## config.mk

```make
export PLATFORM = sky130hd
export DESIGN_NAME = psu_sync_group
export DESIGN_NICKNAME = d
export VERILOG_FILES = /design/src/psu_prescaler.v /design/src/psu_sync_group.v
export VERILOG_INCLUDE_DIRS = /design/src /design/src/src
export SDC_FILE = /design/constraint.sdc
export NUM_CORES = 1
export LEC_CHECK = 0
export ABC_AREA = 1
export BUFFER_PORTS_ARGS = -buffer_cell sky130_fd_sc_hd__buf_4
export CAP_MARGIN = 20
export CORE_ASPECT_RATIO = 1.4
export CORE_UTILIZATION = 45
export DETAILED_ROUTE_END_ITERATION = 8
export PLACE_DENSITY = 0.6
export SYNTH_ARGS = -nofsm -noshare
export SYNTH_HDL_FRONTEND = slang
export SYNTH_HIERARCHICAL = 1
export SYNTH_SLANG_ARGS = --single-unit
```

## constraint.sdc

```tcl
create_clock -name ref_clk -period 6.6 [get_ports ref_clk]
set_clock_uncertainty 0.1 [all_clocks]
set_input_delay 0.33 -clock ref_clk [delete_from_list [all_inputs] [get_ports ref_clk]]
set_output_delay 0.33 -clock ref_clk [all_outputs]
set_load 0.01 [all_outputs]
```

## src/psu_map.vh

```
// psu_map.vh: register offsets, field positions, method codes and counts
// for the synchronous-channel group and its update control.
// assumes word-indexed register port with 8-bit address.
`ifndef PSU_MAP_VH
`define PSU_MAP_VH

// register indices (byte address = 4 * index)
`define PSU_CHAN_ENABLE_REG 8'h01
`define PSU_CHAN_DISABLE_REG 8'h02
`define PSU_CHAN_STATUS_REG 8'h03
`define PSU_SYNC_GROUP_MODE_REG 8'h08
`define PSU_SYNC_UPDATE_CTRL_REG 8'h09
`define PSU_SYNC_UPDATE_PERIOD_REG 8'h0a
`define PSU_UPDATE_PERIOD_STAGING_REG 8'h0b
`define PSU_IRQ_MASK_SET 8'h0c
`define PSU_IRQ_MASK_CLR 8'h0d
`define PSU_IRQ_MASK_TWO 8'h0e
`define PSU_IRQ_STATUS_TWO 8'h0f
`define PSU_DMA_DUTY_PORT 8'h10
`define PSU_CHAN_BASE 8'h20
`define PSU_CHAN_STRIDE 8'h08
// per-channel sub-offsets
`define PSU_SUB_MODE 3'h0
`define PSU_SUB_DUTY 3'h1
`define PSU_SUB_DUTY_STG 3'h2
`define PSU_SUB_PERIOD 3'h3
`define PSU_SUB_PERIOD_STG 3'h4
`define PSU_SUB_DEADTIME 3'h5
`define PSU_SUB_DEADTIME_STG 3'h6

// sync mode register fields
`define PSU_SYNC_LSB 0
`define PSU_UPDATE_METHOD_SEL_LSB 16
`define PSU_DMA_REQ_ON_MATCH_BIT 20
`define PSU_DMA_REQ_COMPARE_SEL_LSB 21
// chan mode register fields
`define PSU_PRE_LSB 0
`define PSU_ALIGN_BIT 8
// status two flags
`define PSU_WRITE_READY_FLAG_BIT 0
`define PSU_DMA_UNDERRUN_FLAG_BIT 3

// update methods
`define PSU_UPDATE_METHOD_SEL_MANUAL 2'h0
`define PSU_UPDATE_METHOD_SEL_AUTO 2'h1
`define PSU_UPDATE_METHOD_SEL_DMA 2'h2

`define PSU_NCHAN 4
`define PSU_CNT_W 16
`define PSU_UPR_W 4
`define PSU_DT_W 12

`endif

```

## src/psu_prescaler.v

```verilog
// psu_prescaler.v: divides ref_clk into power-of-two enable pulses.
// assumes one clock; selected tap used by the group counter.
`timescale 1ns/10ps
module psu_prescaler (
  // clock and reset
  input wire ref_clk,
  input wire reset,
  // divider select and pulse
  input wire [3:0] sel,
  output reg tick
);

  reg [10:0] div;

  // free-running divider; tick is one cycle per selected ratio
  always @(posedge ref_clk) begin
    if (reset) begin
      div <= 11'h000;
      tick <= 1'b0;
    end else begin
      div <= div + 11'h001;
      if (sel == 4'h0)
        tick <= 1'b1;
      else if (sel <= 4'ha)
        tick <= (div[sel - 4'h1 +: 1] == 1'b1) &&
          ((div & ((11'h001 << sel) - 11'h001)) == ((11'h001 << sel) - 11'h001));
      else
        tick <= 1'b0; // reserved selections give no tick, so the channel counter stalls while div keeps counting
    end
  end

endmodule

```

## src/psu_sync_group.v

```verilog
// psu_sync_group.v: synchronous PWM channel group with staged updates.
// assumes a register master on ref_clk and a DMA engine writing the duty
// port; read data appear one cycle after the read strobe.
`timescale 1ns/10ps
`include "psu_map.vh"
module psu_sync_group (
  // clock and reset
  input wire ref_clk,
  input wire reset,
  // register port
  input wire [7:0] reg_addr,
  input wire [31:0] reg_wdata,
  input wire reg_write,
  input wire reg_read,
  output reg [31:0] reg_rdata,
  // peripheral dma request and duty compare match
  output wire dma_req,
  input wire compare_match,
  // pwm outputs and irq
  output reg [`PSU_NCHAN-1:0] pwm_out,
  output wire irq
);

  localparam N = `PSU_NCHAN;
  localparam W = `PSU_CNT_W;

  // ----------------------------------------------------------------
  // registers
  // ----------------------------------------------------------------
  reg [3:0] chan_pre [0:N-1];
  reg chan_align [0:N-1];
  reg [W-1:0] duty [0:N-1];
  reg [W-1:0] duty_stg [0:N-1];
  reg [W-1:0] period [0:N-1];
  reg [W-1:0] period_stg [0:N-1];
  reg [`PSU_DT_W-1:0] deadtime [0:N-1];
  reg [`PSU_DT_W-1:0] deadtime_stg [0:N-1];
  reg [W-1:0] cnt [0:N-1];
  reg [N-1:0] cnt_dir_down;
  reg [N-1:0] enabled;
  reg [N-1:0] sync_member_bit;
  reg [1:0] update_method_sel;
  reg dma_req_on_match;
  reg [2:0] dma_req_compare_sel;
  reg update_unlock_bit;
  reg [`PSU_UPR_W-1:0] update_period_count;
  reg [`PSU_UPR_W-1:0] upr_stg;
  reg [`PSU_UPR_W-1:0] upr_cnt;
  reg write_ready_flag;
  reg dma_underrun_flag;
  reg [1:0] irq_mask_two;
  reg [1:0] dma_idx;
  reg dma_done;
  reg dma_armed;
  reg group_start;

  // channel register decode used by read and write
  function chan_hit;
    input [7:0] a;
    begin
      chan_hit = (a >= `PSU_CHAN_BASE) && (a < (`PSU_CHAN_BASE + N * `PSU_CHAN_STRIDE));
    end
  endfunction

  // next member index after idx, 4 when none remains
  function [2:0] next_member;
    input [N-1:0] m;
    input [1:0] idx;
    integer k;
    begin
      next_member = 3'h4;
      for (k = N - 1; k >= 0; k = k - 1)
        if (k > idx && m[k])
          next_member = k[2:0];
    end
  endfunction

  wire [7:0] chan_off = reg_addr - `PSU_CHAN_BASE;
  wire [1:0] acc_ch = chan_off[4:3];
  wire [2:0] acc_sub = chan_off[2:0];
  wire wr_ch = reg_write && chan_hit(reg_addr);

  // channel 0 joins whenever any other channel does
  wire [N-1:0] member = (|sync_member_bit) ? (sync_member_bit | 4'h1) : 4'h0;
  wire auto_mode = (update_method_sel == `PSU_UPDATE_METHOD_SEL_AUTO) ||
    (update_method_sel == `PSU_UPDATE_METHOD_SEL_DMA);
  // member after the one the next dma duty write fills, 4 when that write completes the set
  wire [2:0] nxt_mem = next_member(member, dma_idx);

  // ----------------------------------------------------------------
  // per-channel counters and outputs
  // ----------------------------------------------------------------
  wire [N-1:0] tick;
  wire [N-1:0] bound;
  wire grp_bound = bound[0] && enabled[0];
  // manual commit: only once unlocked, at group boundary
  wire unlock_commit = update_unlock_bit && grp_bound;
  // automatic commit after count+1 periods
  wire auto_commit = auto_mode && grp_bound &&
    (upr_cnt == update_period_count);

  genvar g;
  generate
    for (g = 0; g < N; g = g + 1) begin : chan
      // members take channel 0 prescaler, period and alignment
      wire [3:0] pre = member[g] ? chan_pre[0] : chan_pre[g];
      wire algn = member[g] ? chan_align[0] : chan_align[g];
      wire [W-1:0] per = member[g] ? period[0] : period[g];
      // members count on channel 0 ticks so counters stay aligned
      wire tk;
      psu_prescaler u_pre (
        .ref_clk(ref_clk),
        .reset(reset),
        .sel(pre),
        .tick(tk)
      );
      assign tick[g] = tk;
      wire ctick = member[g] ? tick[0] : tick[g];
      assign bound[g] = ctick && (algn ? (cnt_dir_down[g] && cnt[g] == {W{1'b0}}) :
        (cnt[g] >= per));
      wire sync_commit = member[g] && (unlock_commit ||
        (auto_commit && update_method_sel != `PSU_UPDATE_METHOD_SEL_MANUAL));
      wire own_commit = !member[g] && bound[g];
      // counter, double-buffer commit and output
      always @(posedge ref_clk) begin
        if (reset) begin
          cnt[g] <= {W{1'b0}};
          cnt_dir_down[g] <= 1'b0;
          duty[g] <= {W{1'b0}};
          period[g] <= {W{1'b0}};
          deadtime[g] <= {`PSU_DT_W{1'b0}};
          pwm_out[g] <= 1'b0;
        end else begin
          if (!enabled[g] || (member[g] && group_start)) begin
            cnt[g] <= {W{1'b0}}; // group restarts together
            cnt_dir_down[g] <= 1'b0;
          end else if (ctick) begin
            if (!algn)
              cnt[g] <= (cnt[g] >= per) ? {W{1'b0}} : cnt[g] + {{(W-1){1'b0}}, 1'b1};
            else if (!cnt_dir_down[g]) begin
              if (cnt[g] >= per) begin
                cnt_dir_down[g] <= 1'b1;
                cnt[g] <= cnt[g] - {{(W-1){1'b0}}, 1'b1};
              end else
                cnt[g] <= cnt[g] + {{(W-1){1'b0}}, 1'b1};
            end else if (cnt[g] == {W{1'b0}})
              cnt_dir_down[g] <= 1'b0;
            else
              cnt[g] <= cnt[g] - {{(W-1){1'b0}}, 1'b1};
          end
          // period and deadtime commit only through unlock for members
          if (own_commit || (member[g] && unlock_commit)) begin
            period[g] <= period_stg[g];
            deadtime[g] <= deadtime_stg[g];
          end
          // duty follows unlock in method 0, auto commit otherwise
          if (own_commit || (sync_commit && (auto_mode ? auto_commit : 1'b1)))
            duty[g] <= duty_stg[g];
          pwm_out[g] <= enabled[g] && (cnt[g] < duty[g]);
        end
      end
    end
  endgenerate

  // ----------------------------------------------------------------
  // register writes, enables, update control
  // ----------------------------------------------------------------
  wire wr_ena = reg_write && reg_addr == `PSU_CHAN_ENABLE_REG;
  wire wr_dis = reg_write && reg_addr == `PSU_CHAN_DISABLE_REG;
  wire rd_status_two = reg_read && reg_addr == `PSU_IRQ_STATUS_TWO;
  wire dma_wr = reg_write && reg_addr == `PSU_DMA_DUTY_PORT;
  // ready point: end of update period, or a compare_match pulse in method 1 or 2 when dma_req_on_match is set
  wire ready_evt = dma_req_on_match ? (compare_match && auto_mode) :
    auto_commit;
  integer i;

  always @(posedge ref_clk) begin
    if (reset) begin
      enabled <= 4'h0;
      sync_member_bit <= 4'h0;
      update_method_sel <= `PSU_UPDATE_METHOD_SEL_MANUAL;
      dma_req_on_match <= 1'b0;
      dma_req_compare_sel <= 3'h0;
      update_unlock_bit <= 1'b0;
      update_period_count <= 4'h0;
      upr_stg <= 4'h0;
      upr_cnt <= 4'h0;
      write_ready_flag <= 1'b0;
      dma_underrun_flag <= 1'b0;
      irq_mask_two <= 2'h0;
      dma_idx <= 2'h0;
      dma_done <= 1'b0;
      dma_armed <= 1'b0;
      group_start <= 1'b0;
      for (i = 0; i < N; i = i + 1) begin
        chan_pre[i] <= 4'h0;
        chan_align[i] <= 1'b0;
        duty_stg[i] <= {W{1'b0}};
        period_stg[i] <= {W{1'b0}};
        deadtime_stg[i] <= {`PSU_DT_W{1'b0}};
      end
    end else begin
      group_start <= wr_ena && reg_wdata[0] && !enabled[0];
      // enable and disable; channel 0 bit covers all members
      if (wr_ena)
        enabled <= enabled | reg_wdata[N-1:0] | (reg_wdata[0] ? member : 4'h0);
      else if (wr_dis)
        enabled <= enabled & ~(reg_wdata[N-1:0] | (reg_wdata[0] ? member : 4'h0));
      if (reg_write && reg_addr == `PSU_SYNC_GROUP_MODE_REG) begin
        sync_member_bit <= reg_wdata[`PSU_SYNC_LSB +: N];
        update_method_sel <= (reg_wdata[`PSU_UPDATE_METHOD_SEL_LSB +: 2] == 2'h3) ?
          update_method_sel : reg_wdata[`PSU_UPDATE_METHOD_SEL_LSB +: 2];
        dma_req_on_match <= reg_wdata[`PSU_DMA_REQ_ON_MATCH_BIT];
        dma_req_compare_sel <= reg_wdata[`PSU_DMA_REQ_COMPARE_SEL_LSB +: 3];
      end
      // unlock holds until the commit edge, a write wins over a clear
      if (reg_write && reg_addr == `PSU_SYNC_UPDATE_CTRL_REG && reg_wdata[0])
        update_unlock_bit <= 1'b1;
      else if (unlock_commit)
        update_unlock_bit <= 1'b0;
      if (reg_write && reg_addr == `PSU_SYNC_UPDATE_PERIOD_REG)
        update_period_count <= reg_wdata[`PSU_UPR_W-1:0];
      else if (auto_commit)
        update_period_count <= upr_stg;
      if (reg_write && reg_addr == `PSU_UPDATE_PERIOD_STAGING_REG)
        upr_stg <= reg_wdata[`PSU_UPR_W-1:0];
      // update period counter
      if (group_start || auto_commit)
        upr_cnt <= 4'h0;
      else if (auto_mode && grp_bound)
        upr_cnt <= upr_cnt + 4'h1;
      // ready and underrun flags: set wins over read clear
      if (ready_evt)
        write_ready_flag <= 1'b1;
      else if (rd_status_two)
        write_ready_flag <= 1'b0;
      if (update_method_sel == `PSU_UPDATE_METHOD_SEL_DMA && auto_commit && dma_armed && !dma_done)
        dma_underrun_flag <= 1'b1;
      else if (rd_status_two)
        dma_underrun_flag <= 1'b0;
      if (reg_write && reg_addr == `PSU_IRQ_MASK_SET)
        irq_mask_two <= irq_mask_two | {reg_wdata[`PSU_DMA_UNDERRUN_FLAG_BIT], reg_wdata[`PSU_WRITE_READY_FLAG_BIT]};
      else if (reg_write && reg_addr == `PSU_IRQ_MASK_CLR)
        irq_mask_two <= irq_mask_two & ~{reg_wdata[`PSU_DMA_UNDERRUN_FLAG_BIT], reg_wdata[`PSU_WRITE_READY_FLAG_BIT]};
      // dma duty port walks members in ascending order from channel 0
      if (ready_evt) begin
        dma_idx <= 2'h0;
        dma_done <= 1'b0;
        dma_armed <= 1'b1;
      end else if (dma_wr && update_method_sel == `PSU_UPDATE_METHOD_SEL_DMA && !dma_done) begin
        duty_stg[dma_idx] <= reg_wdata[W-1:0];
        dma_done <= (nxt_mem == 3'h4);
        dma_idx <= (nxt_mem == 3'h4) ? dma_idx : nxt_mem[1:0];
      end
      // per-channel register writes
      if (wr_ch) begin
        case (acc_sub)
          `PSU_SUB_MODE: begin
            chan_pre[acc_ch] <= reg_wdata[`PSU_PRE_LSB +: 4];
            chan_align[acc_ch] <= reg_wdata[`PSU_ALIGN_BIT];
          end
          `PSU_SUB_DUTY_STG: begin
            if (!(member[acc_ch] && update_method_sel == `PSU_UPDATE_METHOD_SEL_DMA))
              duty_stg[acc_ch] <= reg_wdata[W-1:0];
          end
          `PSU_SUB_PERIOD_STG: period_stg[acc_ch] <= reg_wdata[W-1:0];
          `PSU_SUB_DEADTIME_STG: deadtime_stg[acc_ch] <= reg_wdata[`PSU_DT_W-1:0];
          default: ;
        endcase
      end
    end
  end

  // request is high in method 2 while write ready is set and the member set is not yet complete
  assign dma_req = (update_method_sel == `PSU_UPDATE_METHOD_SEL_DMA) && write_ready_flag && !dma_done;
  assign irq = |({dma_underrun_flag, write_ready_flag} & irq_mask_two);

  // ----------------------------------------------------------------
  // read data, one cycle after the strobe
  // ----------------------------------------------------------------
  always @(posedge ref_clk) begin
    if (reset)
      reg_rdata <= 32'h0000_0000;
    else if (reg_read) begin
      reg_rdata <= 32'h0000_0000;
      case (reg_addr)
        `PSU_CHAN_STATUS_REG: reg_rdata[N-1:0] <= enabled;
        `PSU_SYNC_GROUP_MODE_REG: begin
          reg_rdata[`PSU_SYNC_LSB +: N] <= sync_member_bit;
          reg_rdata[`PSU_UPDATE_METHOD_SEL_LSB +: 2] <= update_method_sel;
          reg_rdata[`PSU_DMA_REQ_ON_MATCH_BIT] <= dma_req_on_match;
          reg_rdata[`PSU_DMA_REQ_COMPARE_SEL_LSB +: 3] <= dma_req_compare_sel;
        end
        `PSU_SYNC_UPDATE_CTRL_REG: reg_rdata[0] <= update_unlock_bit;
        `PSU_SYNC_UPDATE_PERIOD_REG: begin
          reg_rdata[`PSU_UPR_W-1:0] <= update_period_count;
          reg_rdata[8 +: `PSU_UPR_W] <= upr_cnt;
        end
        `PSU_UPDATE_PERIOD_STAGING_REG: reg_rdata[`PSU_UPR_W-1:0] <= upr_stg;
        `PSU_IRQ_MASK_TWO: begin
          reg_rdata[`PSU_WRITE_READY_FLAG_BIT] <= irq_mask_two[0];
          reg_rdata[`PSU_DMA_UNDERRUN_FLAG_BIT] <= irq_mask_two[1];
        end
        `PSU_IRQ_STATUS_TWO: begin
          reg_rdata[`PSU_WRITE_READY_FLAG_BIT] <= write_ready_flag;
          reg_rdata[`PSU_DMA_UNDERRUN_FLAG_BIT] <= dma_underrun_flag;
        end
        default: begin
          if (chan_hit(reg_addr)) begin
            case (acc_sub)
              `PSU_SUB_MODE: begin
                reg_rdata[`PSU_PRE_LSB +: 4] <= chan_pre[acc_ch];
                reg_rdata[`PSU_ALIGN_BIT] <= chan_align[acc_ch];
              end
              `PSU_SUB_DUTY: reg_rdata[W-1:0] <= duty[acc_ch];
              `PSU_SUB_DUTY_STG: reg_rdata[W-1:0] <= duty_stg[acc_ch];
              `PSU_SUB_PERIOD: reg_rdata[W-1:0] <= period[acc_ch];
              `PSU_SUB_PERIOD_STG: reg_rdata[W-1:0] <= period_stg[acc_ch];
              `PSU_SUB_DEADTIME: reg_rdata[`PSU_DT_W-1:0] <= deadtime[acc_ch];
              `PSU_SUB_DEADTIME_STG: reg_rdata[`PSU_DT_W-1:0] <= deadtime_stg[acc_ch];
              default: reg_rdata <= 32'h0000_0000;
            endcase
          end
        end
      endcase
    end
  end

endmodule
```

==> results of run 1 <==
-- final timing paths --
| path | startpoint | end | slack, ns | cells after the start |
|---|---|---|---|---|
| worst max-delay path | sync_member_bit[2]$_SDFFE_PP0P_ | period[2][13]$_SDFFCE_PN0P_ | 1.83 | 14 |
| worst min-delay path | reg_addr[2] | update_unlock_bit$_SDFFE_PP0P_ | 0.05 | 4 |
| worst max register to register | sync_member_bit[2]$_SDFFE_PP0P_ | period[2][13]$_SDFFCE_PN0P_ | 1.83 | 14 |
| worst min register to register | enabled[0]$_SDFFE_PP0P_ | group_start$_SDFF_PP0_ | 0.36 | 1 |
-- cell usage after synthesis (all sizes together) --
cell	n	area share, %
a311oi	1	0.027
or2	14	0.27
xor2	79	2.1
a21boi	4	0.091
o41ai	7	0.19
a21oi	180	2.8
a2111oi	2	0.053
o21ai	253	3.9
o31ai	10	0.23
a31oi	21	0.40
conb	1	0.011
xnor2	12	0.32
o21a	6	0.14
a32o	2	0.061
ha	163	6.2
a22oi	60	1.4
nand4	54	1.1
o211ai	11	0.25
o21bai	6	0.14
clkinv	7	0.080
dfxtp	114	6.9
buf	65	1.4
inv	616	7.0
o221ai	8	0.21
nor3b	2	0.045
o22ai	119	2.3
nand3	202	3.7
nand3b	15	0.34
nand2	655	7.8
clkbuf	83	0.94
nor2	584	7.3
nor4b	1	0.027
a211oi	6	0.14
a21o	1	0.023
a221oi	4	0.11
a22o	7	0.19
edfxtp	436	40
o311ai	2	0.053
o32ai	2	0.053
nor3	104	1.7
nor4	15	0.34
a2111o	2	0.068
-- sequential cells by signal, summed over array words and instances, names as in the netlist, 16 cells and up, named ones only --
name,count
reg_rdata,22
deadtime_stg,48
period_stg,64
chan_pre,16
duty,64
cnt,64
deadtime,48
period,64
duty_stg,64
chan.u_pre/div,44
-- cell families after synthesis --
family                   after synthesis  synth area share [%]
AND/OR/NAND/NOR                     1646                  22.6
buffers and inverters                771                  9.44
AO/OA/AOI/OAI                        714                  12.7
flip-flops                           550                  46.6
adder cells (fa/ha/maj)              163                  6.18
XOR/XNOR                              91                  2.42
other                                  1                0.0114
-- cell type report --
type                       instances  share of cell area, %
tap                              952                   3.27
clock inverter                    21                  0.564
clock buffer                      84                   4.45
antenna                            1                0.00687
sequential                       550                   42.2
inverter                         623                   6.43
multi-input combinational       2624                   40.0
timing repair buffer             134                   3.02
-- routing by layer --
| layer | vias to the layer above | track usage (%) |
|---|---|---|
| li1 | 13300 | - |
| met1 | 13000 | 33.3 |
| met2 | 961 | 51.0 |
| met3 | 288 | 3.25 |
| met4 | 2 | 19.2 |
| met5 | - | 0 |
-- through the flow --
step,total power (uW),hold WS (ns),utilization [%]
floorplan,4380,0.292,-
global placement,4640,0.344,47.1
detailed placement,4640,0.341,47.1
CTS,7840,0.0194,50.1
global route,8040,0.0673,50.1
finish,7820,0.0519,50.1
-- layout by cell type (no fill, tap or decap), drive strengths merged, types with 4 or more instances in the layout --
cell type / n
conb: 10
ha: 163
a22oi: 60
o21ai: 253
xor2: 79
nor3: 104
a211oi: 6
clkinv: 19
a31oi: 21
buf: 100
o221ai: 8
inv: 621
nor4: 15
o21bai: 6
a22o: 7
nor2: 584
nand4: 54
clkbuf: 84
nand2: 655
o211ai: 11
dlygate4sd3: 34
edfxtp: 436
o22ai: 119
a21boi: 4
a221oi: 4
dfxtp: 114
xnor2: 12
o41ai: 7
o21a: 6
o31ai: 10
a21oi: 180
or2: 14
nand3b: 15
nand3: 202
-- power by group --
part           internal, uW  switching (uW)
Sequential             3830            58.7
Combinational           201             505
Clock                  1790            1440
-- critical path: stages (launching register included) --
cell	delay, ns
dfxtp_1	0.99
o21ai_0	0.77
ha_1	0.44
inv_1	0.06
a21oi_1	0.05
o21ai_0	0.15
nand2_1	0.07
o211ai_1	0.07
a21boi_0	0.11
nand2_1	0.14
nand2_1	0.06
nand2_1	0.22
nand2_1	0.17
o21ai_2	0.14
or2_2	0.82
==> flow_metrics.env, run 1 <==
export IMPL_status="finished, final reports clean"
export IMPL_drtAntennaViolNets=0
export IMPL_cts_resized=0
export IMPL_worst_slew_pin_slew_ns=1.35
export IMPL_seq_area_mm2=0.0154
export IMPL_drt_vias_per_instance=5.54
export IMPL_path_clk_slew_ns=0.07
export IMPL_cap_violations=0
export IMPL_ios=83
export IMPL_setup_viol=0
export IMPL_final_area_mm2=0.0364
export IMPL_grt_pass1_vias=26400
export IMPL_drc=0
export IMPL_synth_avg_cell_area_um2=8.38
export IMPL_post_cts_buffers=0
export IMPL_multi_input_area_mm2=0.0146
export IMPL_die_w_um=231
export IMPL_dr_pass1_iters=6
export IMPL_fp_dieArea_mm2=0.0744
export IMPL_fmax_mhz=210
export IMPL_clk_latency_ns=0.65
export IMPL_critPathMaxFanout=28
export IMPL_netlist_area_mm2=0.0330
export IMPL_first_iter_violations=2490
export IMPL_p_leak_uw=0.0155
export IMPL_clk_path_buf_depth=3
export IMPL_cp_required_ns=6.75
export IMPL_layout_nets=4197
export IMPL_synth_cell_types=64
export IMPL_ys_warn_count=6
export IMPL_grt_max_degree=48
export IMPL_powerDensity_mw_per_mm2=215
export IMPL_coreArea_mm2=0.0726
export IMPL_start_kind="flop"
export IMPL_initial_core_util_pct=45.4
export IMPL_ys_seq_area_share_pct=46.6
export IMPL_grt_usage_pct=29.1
export IMPL_gp_congestion=0.947
export IMPL_wirelength_um=109000
export IMPL_post_place_ws_ns=1.90
export IMPL_holdBufCountCts=34
export IMPL_rsz0062_at_grt="false"
export IMPL_root_buffer="clkbuf_16"
export IMPL_top_layer="met5"
export IMPL_wl_met3_um=6090
export IMPL_vias=27600
export IMPL_synthToLayoutAreaGrowth_pct=10.3
export IMPL_tns_ns=0
export IMPL_fin_crit_sh_pct=72.2
export IMPL_wl_per_cell_um=21.8
export IMPL_critPathKind="reg2reg"
export IMPL_hold_path_class="in2reg"
export IMPL_finalMaxSlewViolations=0
export IMPL_fillers=7073
export IMPL_cts_buffers=56
export IMPL_wl_met2_um=54000
export IMPL_period_needed_ns=4.77
export IMPL_fin_cells=4989
export IMPL_cts_sinks=550
export IMPL_htree_num_levels=2
export IMPL_cts_tree="done"
export IMPL_fin_ws_ns=1.83
export IMPL_io_buffers=62
export IMPL_grt_pass1_wl_um=160000
export IMPL_synth_seq_cells=550
export IMPL_grt_ovfl_total=0
export IMPL_placed_cell_area_mm2=0.0342
export IMPL_ir_worst_vdd_v=0.000280
export IMPL_cp_end_kind="flop"
export IMPL_slew_headroom_pct=9.12
export IMPL_wirelength_met1_um=40800
export IMPL_cp_data_arrival_time_ns=4.91
export IMPL_place_inst=4848
export IMPL_die_h_um=322
export IMPL_place_hpwl_um=79500
export IMPL_fp_row_count=117
export IMPL_final_hold_viol_count=0
export IMPL_drive_above_1_share_pct=9.07
export IMPL_antenna_found_initial=1
export IMPL_synthCells=3936
Power figures use the tool's default switching activity.
==> run 2, diff against run 1 <==
- clock period: 6.6 -> 4.8 ns (I/O delays scaled with it)
==> run 2 against run 1 <==
Final area increased by 1.4%. Global-route usage increased by 0.19 points. Largest power group unchanged. Hold slack got worse by 0.024 ns. Cell count increased by 0.82%. Setup slack got worse by 1.0 ns. Via count increased by 0.63%. Register-to-register slack got worse by 1.0 ns. Non-clock buffer count increased by 39.
==> flow_metrics.env, run 2 (synthesized netlist as in run 1, its figures left out) <==
export IMPL_initial_core_util_pct=45.4
export IMPL_hold_depth=5
export IMPL_wl_per_cell_um=21.8
export IMPL_final_area_mm2=0.0369
export IMPL_drt_vias_per_instance=5.53
export IMPL_rr_startpoint="period[0][11]$_SDFFCE_PN0P_"
export IMPL_powerDensity_mw_per_mm2=302
export IMPL_drtAntennaViolNets=0
export IMPL_r2r_end="duty_stg[2][8]$_SDFFCE_PN0P_"
export IMPL_num_antenna_cells=0
export IMPL_layout_nets=4238
export IMPL_place_hpwl_um=80600
export IMPL_antenna_found_initial=1
export IMPL_grt_pass1_vias=26700
export IMPL_wirelength_um=110000
export IMPL_hp_start="reg_addr[7]"
export IMPL_worst_slew_pin_slew_ns=1.11
export IMPL_p_leak_uw=0.0158
export IMPL_holdBufCountCts=35
export IMPL_met1_usage_pct=33.1
export IMPL_slowest_stage="nand4_4"
export IMPL_ios=83
export IMPL_fp_dieArea_mm2=0.0744
export IMPL_htree_num_levels=2
export IMPL_path_clk_slew_ns=0.06
export IMPL_period_needed_ns=4.02
export IMPL_rsz0062_at_grt="false"
export IMPL_min_to="reg_rdata[2]$_SDFFE_PP0P_"
export IMPL_die_w_um=231
export IMPL_clk_path_buf_depth=3
export IMPL_drc=0
export IMPL_fmax_mhz=249
export IMPL_use_met3_pct=3.76
export IMPL_vias=27800
export IMPL_io_buffers=62
export IMPL_start_kind="flop"
export IMPL_cp_end_kind="flop"
export IMPL_slew_headroom_pct=26.2
export IMPL_hold_path_class="in2reg"
export IMPL_crit_top_cell="nand2_1"
export IMPL_drive_above_1_share_pct=10.1
export IMPL_grtUsageMet2_pct=51.3
export IMPL_finalMaxSlewViolations=0
export IMPL_critPathMaxFanout=19
export IMPL_coreArea_mm2=0.0726
export IMPL_ir_worst_vdd_v=0.000370
export IMPL_cp_required_ns=4.99
export IMPL_cts_buffers=58
export IMPL_die_h_um=322
export IMPL_crit_cells=14
export IMPL_critPathKind="reg2reg"
export IMPL_fp_row_count=117
export IMPL_whs_ns=0.0276
export IMPL_cts_sinks=550
export IMPL_clk_latency_ns=0.66
export IMPL_fin_crit_sh_pct=83.7
export IMPL_synthToLayoutAreaGrowth_pct=11.9
export IMPL_crit_chain="inv_1, ha_1, a21oi_1, o21ai_0, a21oi_1, nand2_1, nand2_1, a21oi_2, nand4_1, nand4_1, nand2_4, nand4_4, nand2_1, buf_4"
export IMPL_cts_tree="done"
export IMPL_gp_congestion=0.997
export IMPL_r2r_cells=14
export IMPL_status="finished, final reports clean"
export IMPL_grt_max_degree=59
export IMPL_placed_cell_area_mm2=0.0346
export IMPL_final_common_cell="nand2_1"
export IMPL_grt_usage_pct=29.2
export IMPL_setup_viol=0
export IMPL_cp_data_arrival_time_ns=4.21
export IMPL_r2r_slack_ns=0.78
export IMPL_root_buffer="clkbuf_16"
export IMPL_tns_ns=0
export IMPL_post_cts_buffers=0
export IMPL_cap_violations=0
export IMPL_grt_pass1_wl_um=162000
export IMPL_grt_ovfl_total=0
export IMPL_cts_resized=0
export IMPL_dr_pass1_iters=6
export IMPL_worst_path_buf_inv=2
export IMPL_path_delay_family="simple AND/OR/NAND/NOR gates"
export IMPL_first_iter_violations=2357
export IMPL_top_usage_layer="met2"
export IMPL_final_hold_viol_count=0
export IMPL_slowest_delay_ns=0.48
export IMPL_layout_common_cells="622 x nand2_1, 588 x inv_1, 526 x nor2_1"
## run 2: cell count changes in the layout (fill, tap and decap cells not counted), sizes merged
cell	before	now
buf	100	138
clkbuf	84	71
clkinv	19	32
bufinv	2	9
inv	621	616
clkinvlp	2	3
diode	1	0
dlygate4sd3	34	35
## run 2: tightest hold or removal path, cell delays in order
cell and delay [ns]:
buf_4 0.07, or2_4 0.16, nor2_8 0.07, o41ai_1 0.10, a21oi_1 0.08
## run 2: metal layers
layer / vias to the layer above / share of wire, %
li1: 13400 / -
met1: 13000 / 37
met2: 1058 / 49
met3: 313 / 6.2
met4: 0 / 7.5
met5: - / 0
## run 2: worst max path at each step
| stage | from | to | slack, ns |
|---|---|---|---|
| floorplan | cnt[2][0]$_SDFFCE_PN0P_ | cnt[2][0]$_SDFFCE_PN0P_ | 1.18 |
| global placement | cnt[3][1]$_DFFE_PP_ | period[3][11]$_SDFFCE_PN0P_ | 0.88 |
| detailed placement | cnt[3][1]$_DFFE_PP_ | period[3][12]$_SDFFCE_PN0P_ | 0.85 |
| CTS | cnt[3][1]$_DFFE_PP_ | period[3][14]$_SDFFCE_PN0P_ | 0.81 |
| global route | cnt[2][0]$_SDFFCE_PN0P_ | period[2][14]$_SDFFCE_PN0P_ | 0.57 |
| finish | period[0][11]$_SDFFCE_PN0P_ | duty_stg[2][8]$_SDFFCE_PN0P_ | 0.78 |
## run 2: final cells by class
type	count	area, um2
Clock buffer	71	1550
Clock inverter	37	442
Fill cell	6980	35700
Inverter	623	2340
Multi-Input combinational cell	2624	14600
Sequential cell	550	15400
Tap cell	952	1190
Timing Repair Buffer	173	1450
## run 2: metrics by stage
| step | power (uW) | util (%) | cells | setup slack (ns) |
|---|---|---|---|---|
| 2_1_floorplan | 6030 | - | 3945 | 1.18 |
| 6_report | 11100 | 50.9 | 5030 | 0.785 |
| 5_1_grt | 11400 | 50.9 | 5030 | 0.568 |
| 4_1_cts | 11200 | 50.9 | 5030 | 0.815 |
| 3_5_place_dp | 6400 | 47.6 | 4887 | 0.852 |
| 3_3_place_gp | 6390 | 47.6 | 4887 | 0.885 |
## run 2: power by group
| group | switching [uW] | internal, uW | total, uW | leakage [uW] |
|---|---|---|---|---|
| Clock | 2020 | 2780 | 4810 | 0.000968 |
| Combinational | 699 | 289 | 988 | 0.00937 |
| Sequential | 79.4 | 5260 | 5340 | 0.00544 |
| Total | 2800 | 8340 | 11100 | 0.0158 |
